==> config.mk <==
export PLATFORM = sky130hd
export DESIGN_NAME = sys_reset_ctrl
export DESIGN_NICKNAME = d
export VERILOG_FILES = /design/src/shared/sys_reset_pkg.sv /design/src/rtl/sys_reset_ctrl.sv
export SDC_FILE = /design/constraint.sdc
export NUM_CORES = 1
export LEC_CHECK = 0
export ABC_AREA = 1
export BUFFER_PORTS_ARGS = -buffer_cell sky130_fd_sc_hd__buf_2
export CAP_MARGIN = 40
export CORE_MARGIN = 2
export CORE_UTILIZATION = 39
export CTS_BUF_LIST = sky130_fd_sc_hd__clkbuf_4 sky130_fd_sc_hd__clkbuf_8
export CTS_CLUSTER_DIAMETER = 80
export DETAILED_ROUTE_END_ITERATION = 10
export GPL_TIMING_DRIVEN = 0
export HOLD_SLACK_MARGIN = 0.1
export PLACE_DENSITY = 0.8
export SYNTH_ARGS = -nofsm -noshare
export SYNTH_HDL_FRONTEND = slang
export SYNTH_SLANG_ARGS = --single-unit
==> constraint.sdc <==
create_clock -name CLOCK_I -period 11.3 [get_ports CLOCK_I]
set_clock_uncertainty 0.05 [all_clocks]
set_input_delay 2.26 -clock CLOCK_I [delete_from_list [all_inputs] [get_ports CLOCK_I]]
set_output_delay 2.26 -clock CLOCK_I [all_outputs]
set_load 0.01 [all_outputs]
==> src/shared/sys_reset_pkg.sv <==
/*
  Package for the system reset and power state controller: state
  enumeration, source carrier struct, processor control struct and timing counts.
  Assumes a single 100 MHz clock domain.
*/
package sys_reset_pkg;

  // ****************************************************************
  // Timing
  // ****************************************************************
  localparam int CLOCK_PERIOD_NS = 10;
  // Least time a reset request stays asserted inside the core
  localparam int RESET_HOLD_NS = 1000;
  localparam int RESET_HOLD_CYCLES =
    (RESET_HOLD_NS + CLOCK_PERIOD_NS - 1) / CLOCK_PERIOD_NS;
  localparam int HOLD_CNT_W = 8;
  localparam int GPIO_COUNT = 83;
  localparam int PROC_RESETS = 4;
  localparam int BLOCK_RESETS = 8;
  localparam int EXT_RESETS = 2;
  localparam int FRONT_CLOCKS = 4;
  localparam int MAIN_CLOCKS = 8;

  // ****************************************************************
  // Power mode values
  // ****************************************************************
  localparam logic POWER_MODE_NORMAL = 1'b0;
  localparam logic POWER_MODE_LOW = 1'b1;

  // ****************************************************************
  // Types
  // ****************************************************************
  typedef enum logic [1:0] {
    ST_POR,
    ST_PLL_START,
    ST_RESET_HOLD,
    ST_RUN
  } seq_state_t;

  typedef struct packed {
    logic power_up;
    logic supply_loss;
    logic watchdog;
    logic lamp_strike;
  } reset_src_t;

  typedef struct packed {
    logic [BLOCK_RESETS-1:0] block_release;
    logic [EXT_RESETS-1:0] ext_release;
    logic link_pll_enable;
    logic link_clkgen_release;
    logic link_pads_enable;
    logic [FRONT_CLOCKS-1:0] front_clk_enable;
    logic low_power_req;
  } proc_ctrl_t;

endpackage : sys_reset_pkg

==> src/rtl/sys_reset_ctrl.sv <==
/*
  System reset and power state controller. Merges power-up, supply-loss,
  watchdog and lamp-strike sources into one system reset, sequences the
  master PLL after power-up only, and holds every block except the processor and master PLL in its
  safe reset state until the embedded processor releases it.
  Assumes: source inputs are asynchronous pins or other-domain levels;
  processor control inputs come from logic on CLOCK_I; PLL lock is a pin.
*/
module sys_reset_ctrl #(
  parameter int HOLD_CYCLES = sys_reset_pkg::RESET_HOLD_CYCLES,
  parameter int GPIO_W = sys_reset_pkg::GPIO_COUNT
) (
  input wire logic CLOCK_I,
  input wire logic RST_N_I,
  input wire sys_reset_pkg::reset_src_t SOURCES_I,
  input wire logic MASTER_PLL_LOCK_I,
  input wire sys_reset_pkg::proc_ctrl_t PROC_CTRL_I,
  input wire logic [GPIO_W-1:0] GPIO_CFG_OE_I,
  output logic MASTER_PLL_RESET_O,
  output logic POWER_MODE_O,
  output logic [GPIO_W-1:0] GPIO_OE_O,
  output logic [sys_reset_pkg::MAIN_CLOCKS-1:0] MAIN_CLK_EN_O,
  output logic PROC_FULL_RATE_O,
  output logic [sys_reset_pkg::PROC_RESETS-1:0] PROC_RESET_N_O,
  output logic [sys_reset_pkg::BLOCK_RESETS-1:0] BLOCK_RESET_N_O,
  output logic [sys_reset_pkg::EXT_RESETS-1:0] EXT_RESET_N_O,
  output logic LINK_PLL_POWER_DOWN_O,
  output logic LINK_CLKGEN_RESET_N_O,
  output logic LINK_PADS_POWER_DOWN_O,
  output logic [sys_reset_pkg::FRONT_CLOCKS-1:0] FRONT_CLK_EN_O,
  output logic SYS_RESET_ACTIVE_O
);

  // ****************************************************************
  // Reset release and input synchronisers
  // ****************************************************************
  logic [1:0] rst_sync_reg;
  logic rst_n;
  logic [3:0] src_meta_reg;
  logic [3:0] src_sync_reg;
  logic [1:0] lock_sync_reg;

  always_ff @(posedge CLOCK_I or negedge RST_N_I) begin
    if (!RST_N_I) begin
      rst_sync_reg <= 2'h0;
    end else begin
      rst_sync_reg <= {rst_sync_reg[0], 1'b1};
    end
  end
  assign rst_n = rst_sync_reg[1];

  always_ff @(posedge CLOCK_I or negedge rst_n) begin
    if (!rst_n) begin
      src_meta_reg <= 4'h0;
      src_sync_reg <= 4'h0;
      lock_sync_reg <= 2'h0;
    end else begin
      src_meta_reg <= SOURCES_I;
      src_sync_reg <= src_meta_reg;
      lock_sync_reg <= {lock_sync_reg[0], MASTER_PLL_LOCK_I};
    end
  end

  // ****************************************************************
  // Source decode
  // ****************************************************************
  sys_reset_pkg::reset_src_t src;
  logic any_src;
  logic pll_locked;

  assign src = sys_reset_pkg::reset_src_t'(src_sync_reg);
  assign any_src = |src_sync_reg;
  assign pll_locked = lock_sync_reg[1];

  // ****************************************************************
  // Sequencer
  // ****************************************************************
  sys_reset_pkg::seq_state_t state_reg, state_next;
  logic [sys_reset_pkg::HOLD_CNT_W-1:0] hold_reg, hold_next;
  logic hold_done;

  localparam logic [sys_reset_pkg::HOLD_CNT_W-1:0] HOLD_LAST =
    sys_reset_pkg::HOLD_CNT_W'(HOLD_CYCLES - 1);

  assign hold_done = (hold_reg == HOLD_LAST);

  always_comb begin
    state_next = state_reg;
    hold_next = hold_reg;
    case (state_reg)
      sys_reset_pkg::ST_POR: begin
        state_next = sys_reset_pkg::ST_PLL_START;
      end
      sys_reset_pkg::ST_PLL_START: begin
        hold_next = '0;
        if (pll_locked) begin
          state_next = sys_reset_pkg::ST_RESET_HOLD;
        end
      end
      sys_reset_pkg::ST_RESET_HOLD: begin
        if (any_src) begin
          hold_next = '0;
        end else if (!hold_done) begin
          hold_next = hold_reg + 1'b1;
        end else begin
          state_next = sys_reset_pkg::ST_RUN;
        end
      end
      sys_reset_pkg::ST_RUN: begin
        hold_next = '0;
        if (any_src) begin
          state_next = sys_reset_pkg::ST_RESET_HOLD;
        end
      end
      default: begin
        state_next = sys_reset_pkg::ST_POR;
      end
    endcase
    if (src.power_up) begin
      state_next = sys_reset_pkg::ST_POR;
    end
  end

  always_ff @(posedge CLOCK_I or negedge rst_n) begin
    if (!rst_n) begin
      state_reg <= sys_reset_pkg::ST_POR;
      hold_reg <= '0;
    end else begin
      state_reg <= state_next;
      hold_reg <= hold_next;
    end
  end

  // ****************************************************************
  // Output decode
  // ****************************************************************
  logic in_reset;
  logic running;
  logic pll_reset_next;
  logic low_power_next;
  logic [GPIO_W-1:0] gpio_oe_next;
  sys_reset_pkg::proc_ctrl_t ctrl_next;

  assign running = (state_reg == sys_reset_pkg::ST_RUN);
  assign in_reset = !running;
  // PLL held in reset only before power-up bring-up
  assign pll_reset_next = (state_reg == sys_reset_pkg::ST_POR);
  // Normal mode while in reset; low power only by request
  assign low_power_next = running && PROC_CTRL_I.low_power_req;
  assign gpio_oe_next = running ? GPIO_CFG_OE_I : '0;
  // Block resets follow processor once running
  assign ctrl_next = running ? PROC_CTRL_I : '0;

  // ****************************************************************
  // Output registers
  // ****************************************************************
  // Every system reset re-arms the safe state; processor and master PLL resets
  // are the only ones freed by hardware, all others wait for the processor.
  always_ff @(posedge CLOCK_I or negedge rst_n) begin
    if (!rst_n) begin
      MASTER_PLL_RESET_O <= 1'b1;
      POWER_MODE_O <= sys_reset_pkg::POWER_MODE_NORMAL;
      GPIO_OE_O <= '0;
      MAIN_CLK_EN_O <= '0;
      PROC_FULL_RATE_O <= 1'b1;
      PROC_RESET_N_O <= '0;
      BLOCK_RESET_N_O <= '0;
      EXT_RESET_N_O <= '0;
      LINK_PLL_POWER_DOWN_O <= 1'b1;
      LINK_CLKGEN_RESET_N_O <= 1'b0;
      LINK_PADS_POWER_DOWN_O <= 1'b1;
      FRONT_CLK_EN_O <= '0;
      SYS_RESET_ACTIVE_O <= 1'b1;
    end else begin
      MASTER_PLL_RESET_O <= pll_reset_next;
      POWER_MODE_O <= low_power_next ? sys_reset_pkg::POWER_MODE_LOW
                                     : sys_reset_pkg::POWER_MODE_NORMAL;
      GPIO_OE_O <= gpio_oe_next;
      // Derived clocks run once PLL up
      MAIN_CLK_EN_O <= {sys_reset_pkg::MAIN_CLOCKS{!pll_reset_next
                        && state_reg != sys_reset_pkg::ST_PLL_START}};
      PROC_FULL_RATE_O <= 1'b1;
      PROC_RESET_N_O <= {sys_reset_pkg::PROC_RESETS{running}};
      BLOCK_RESET_N_O <= ctrl_next.block_release;
      EXT_RESET_N_O <= ctrl_next.ext_release;
      // Link PLL and clock gen held until processor frees them
      LINK_PLL_POWER_DOWN_O <= !ctrl_next.link_pll_enable;
      LINK_CLKGEN_RESET_N_O <= ctrl_next.link_clkgen_release;
      LINK_PADS_POWER_DOWN_O <= !ctrl_next.link_pads_enable;
      FRONT_CLK_EN_O <= ctrl_next.front_clk_enable;
      SYS_RESET_ACTIVE_O <= in_reset;
    end
  end

endmodule : sys_reset_ctrl

Yosys cells after proc, flatten, opt, wreduce, memory -nomap -nowiden:

Cells that the tools add are included.

* muxes and demuxes: 12
* reduce and logical (&&, ||, !) cells: 12
* eq/ne operators: 10
* add/sub/neg operators: 1

Operators by type and width (number)
* two-way mux 83 bit: 1
* two-way mux 18 bit: 1
* two-way mux 8 bit: 2
* one-hot mux 8 bit (2 select lines): 1
* != test 3 bit, second input constant: 5
* two-way mux 2 bit: 5
* adder 8 x 1 -> 8 bit, second input constant: 1
* equality test 8 x 7 -> 1 bit, second input constant: 1
* one-hot mux 2 bit (4 select lines): 1
* equality test 2 bit, second input constant: 2
* zero test 1 bit: 4
* AND reduction 4 bit: 1
* OR reduction 4 bit: 1
* equality test 2 x 1 -> 1 bit, second input constant: 1
* logical AND 1 bit: 2
* zero test 2 bit: 1
* != test 2 x 1 -> 1 bit, second input constant: 1
* AND reduction 2 bit: 1
* nonzero test 2 bit: 1
* OR reduction 2 bit: 1
* two-way mux 1 bit: 1

* logic and storage cells: 53
* flip-flop bits (word level): 127
* bits of input ports: 108

Logic depth before layout (Yosys ltp):

* depth after elaboration: 5
* depth in mapped cells: 8

Worst setup path before layout:

OpenSTA, ideal clock, no wires.

* path type: register to output
* start: reg, netlist name MAIN_CLK_EN_O[0]
* end: out MAIN_CLK_EN_O[1] (netlist name)
* arrival time: 0.624 ns
* buffers on the path: 1
* setup slack: 8.366 ns
* stages on the path, launching flop included: 2
* cell sequence: dfrtp_1 buf_4

RTL lines
* end, declared: line sys_reset_ctrl.sv:22 `output logic [sys_reset_pkg::MAIN_CLOCKS-1:0] MAIN_CLK_EN_O,`

No word-level cell between the ends.

Final worst setup path:

* start: reg, netlist name MAIN_CLK_EN_O[0]
* end: out MAIN_CLK_EN_O[6] (netlist name)

No word-level cell between the ends.

==> impl_metrics.json <==
{
  "remaining_design_rule_violation_count": 0,
  "vertical_extent_of_the_die_um": 112.0,
  "largest_register_ffs": 83,
  "finalHoldViolCount": 0,
  "rrSetupSlack_ps": 9950,
  "drt-pass1-iter-count": 4,
  "area_growth_pct": 38.44,
  "regToRegEndpoint": "hold_reg[3]",
  "syn_area_um2": 4547,
  "drive_above_1_share_pct": 41.14,
  "final_util_pct": 55.13,
  "detail_route.iter0.violations": 167,
  "initial_antenna_violation_count": 2,
  "drt-vias-per-instance": 4.050,
  "postSynthRegisterBits": 127,
  "route.antenna.remaining_nets": 0,
  "report.final.slew_viol_count": 0,
  "internal_power_mw": 0.7511,
  "maximum_fanout_along_the_worst_path": 8,
  "worst-r2r-cell-count": 8,
  "timing.setup.critical_path_class": "flop to output pin",
  "cts_tree": "done",
  "final_common_cell": "sky130_fd_sc_hd__buf_2",
  "postSynthCellCount": 443,
  "fmax_mhz": 288.8,
  "power_frac_clock_pct": 38.7,
  "cts.repair.resized": 0,
  "portBuffers": 222,
  "route.met3.wl_um": 985,
  "unrepaired_setup_endpoints_after_global_routing": "no",
  "fin_crit_sh_pct": 30.64,
  "post_cts_buffers": 0,
  "gp_congestion": 0.8132,
  "clock_path_buffers": 2,
  "startpoint_of_the_most_critical_register_to_register_path": "hold_reg[0]",
  "avgRoutedWirePerCell_um": 12.07,
  "route.final.wire_length_um": 10190,
  "met2RoutedLength_um": 5299,
  "cts_max_level": 4,
  "finalSetupViolations": 0,
  "die_area_um2": 12540,
  "clockRootBuffer": "sky130_fd_sc_hd__clkbuf_8",
  "critical_path.endpoint_type": "output pin",
  "clock-sinks": 127,
  "net-switching-power_mw": 0.2562,
  "setup_tns_final_ps": 0,
  "ctsHoldBuffers": 0,
  "grt_max_degree": 45,
  "ys_seq_area_share_pct": 70.01,
  "grt_overflow_total": 0,
  "swShare_pct": 25.43,
  "hpwlAfterDp_um": 7410,
  "synthesis.yosys.warnings": 0,
  "worstHoldPathType": "flop to async pin",
  "cts_buffers": 17,
  "grt_pass1_vias": 3487,
  "result_of_the_run": "complete, no violations",
  "core-area_um2": 11420,
  "vdd_ir_drop_max_v": 0.0001109,
  "power_per_cell_area_nw_per_um2": 160.0,
  "wire_length_of_the_first_global_routing_pass_um": 16370,
  "die_x_um": 112.0,
  "worst-endpoint-required_ps": 8990,
  "crit_path_end": "MAIN_CLK_EN_O[6]",
  "worstPathArrival_ps": 1150,
  "leakage_nw": 4.104,
  "comb_power_share_pct": 12.3,
  "clkSlewWorstSetupHoldPaths_ps": 70,
  "relSlewSlack_pct": 62.56,
  "drv_cap": 0,
  "post_syn_area_per_cell_um2": 10.26,
  "highest_layer": "met5",
  "route.layer.met1.wl_um": 3689,
  "clkLatencyLatePin_ps": 430,
  "nNetsFinal": 796,
  "row_count": 39,
  "finalWorstPathRequiredPeriod_ps": 3462,
  "synthDistinctLibCells": 20,
  "most-common-layout-cells": "sky130_fd_sc_hd__buf_2, sky130_fd_sc_hd__dfrtp_1, sky130_fd_sc_hd__inv_1, sky130_fd_sc_hd__nor2_1, sky130_fd_sc_hd__nand2_1",
  "share_seq_of_total_power_pct": 49.0,
  "num_vias": 3418,
  "max_slew.worst_pin.slew_ps": 561.6,
  "cp_launch_type": "flop",
  "critPathLaunch": "MAIN_CLK_EN_O[0]",
  "groute.usage.overall_pct": 17.23,
  "floorplan.io_pins": 224,
  "start_util_pct": 39.82
}
per-layer routing:
metal	vias to the layer above	GRT usage [%]
met4	2	9.431
met5	-	0
met3	17	8.057
met2	146	29.17
met1	1546	17.68
li1	1707	-
worst max-delay path: stages (launching register included):
cell and delay (ps):
sky130_fd_sc_hd__dfrtp_1 450, sky130_fd_sc_hd__buf_4 160, sky130_fd_sc_hd__buf_2 130
layout make-up:
type / count / area (µm²)
clock inverter: 12 / 132.6
tap: 143 / 178.9
timing repair buffer: 224 / 1151
inverter: 121 / 454.2
sequential: 127 / 3187
buffer: 23 / 206.4
clock buffer: 20 / 275.3
multi-input combinational: 173 / 706.9
fill: 1038 / 5124
antenna: 1 / 2.502
power groups by stage:
stage | Clock [mW] | Combinational, mW | Sequential, mW
after floorplan | 0 | 0.0481 | 0.518
after global placement | 0 | 0.116 | 0.506
after detailed placement | 0 | 0.125 | 0.503
after CTS | 0.403 | 0.126 | 0.494
after global routing | 0.427 | 0.137 | 0.497
final | 0.390 | 0.124 | 0.494
worst min path at each step:
stage / end / slack, ps
after floorplan: lock_sync_reg[1] / 280
after global placement: src[3] / 280
after detailed placement: lock_sync_reg[1] / 290
after CTS: BLOCK_RESET_N_O[2] / 300
after global routing: lock_sync_reg[1] / 310
final: GPIO_OE_O[32] / 280
through the flow:
stage / power, mW / cells / cell area (µm²) / hold slack (ps) / worst slack [ps]
after CTS: 1.023 / 843 / 6292 / 301.7 / 7783
final: 1.007 / 844 / 6295 / 279.8 / 7838
after global placement: 0.6222 / 809 / 5841 / 283.7 / 6172
after floorplan: 0.5661 / 444 / 4551 / 281.2 / 7457
after global routing: 1.060 / 844 / 6295 / 306.5 / 7729
after detailed placement: 0.6278 / 811 / 5884 / 286.5 / 8273
cell usage after synthesis:
master | number | share of area [%]
sky130_fd_sc_hd__inv_2 | 1 | 0.082
sky130_fd_sc_hd__nor2_1 | 108 | 8.9
sky130_fd_sc_hd__nand3_2 | 1 | 0.22
sky130_fd_sc_hd__nand2_1 | 40 | 3.3
sky130_fd_sc_hd__nand2_4 | 1 | 0.25
sky130_fd_sc_hd__clkinv_1 | 1 | 0.082
sky130_fd_sc_hd__buf_6 | 10 | 2.5
sky130_fd_sc_hd__nor3b_1 | 1 | 0.17
sky130_fd_sc_hd__xor2_1 | 1 | 0.19
sky130_fd_sc_hd__inv_1 | 119 | 9.8
sky130_fd_sc_hd__nand3_1 | 13 | 1.4
sky130_fd_sc_hd__dfstp_2 | 4 | 2.3
sky130_fd_sc_hd__clkbuf_1 | 1 | 0.082
sky130_fd_sc_hd__nor2_2 | 2 | 0.28
sky130_fd_sc_hd__conb_1 | 1 | 0.082
sky130_fd_sc_hd__o21ai_0 | 2 | 0.22
sky130_fd_sc_hd__dfrtp_1 | 123 | 68
sky130_fd_sc_hd__ha_1 | 1 | 0.28
sky130_fd_sc_hd__nand4_1 | 1 | 0.14
sky130_fd_sc_hd__buf_4 | 12 | 2.0
cell families (layout without fill, tap and decap cells):
group	Yosys count	count (layout)	share of synthesized area, %
compound gates	2	2	0.2202
buf+inv	144	400	14.53
fa+ha+maj	1	1	0.2751
simple gates	167	167	14.69
other cells	1	3	0.08247
xor+xnor	1	1	0.1927
flops	127	127	70.01
Power figures use the tool's default switching activity.
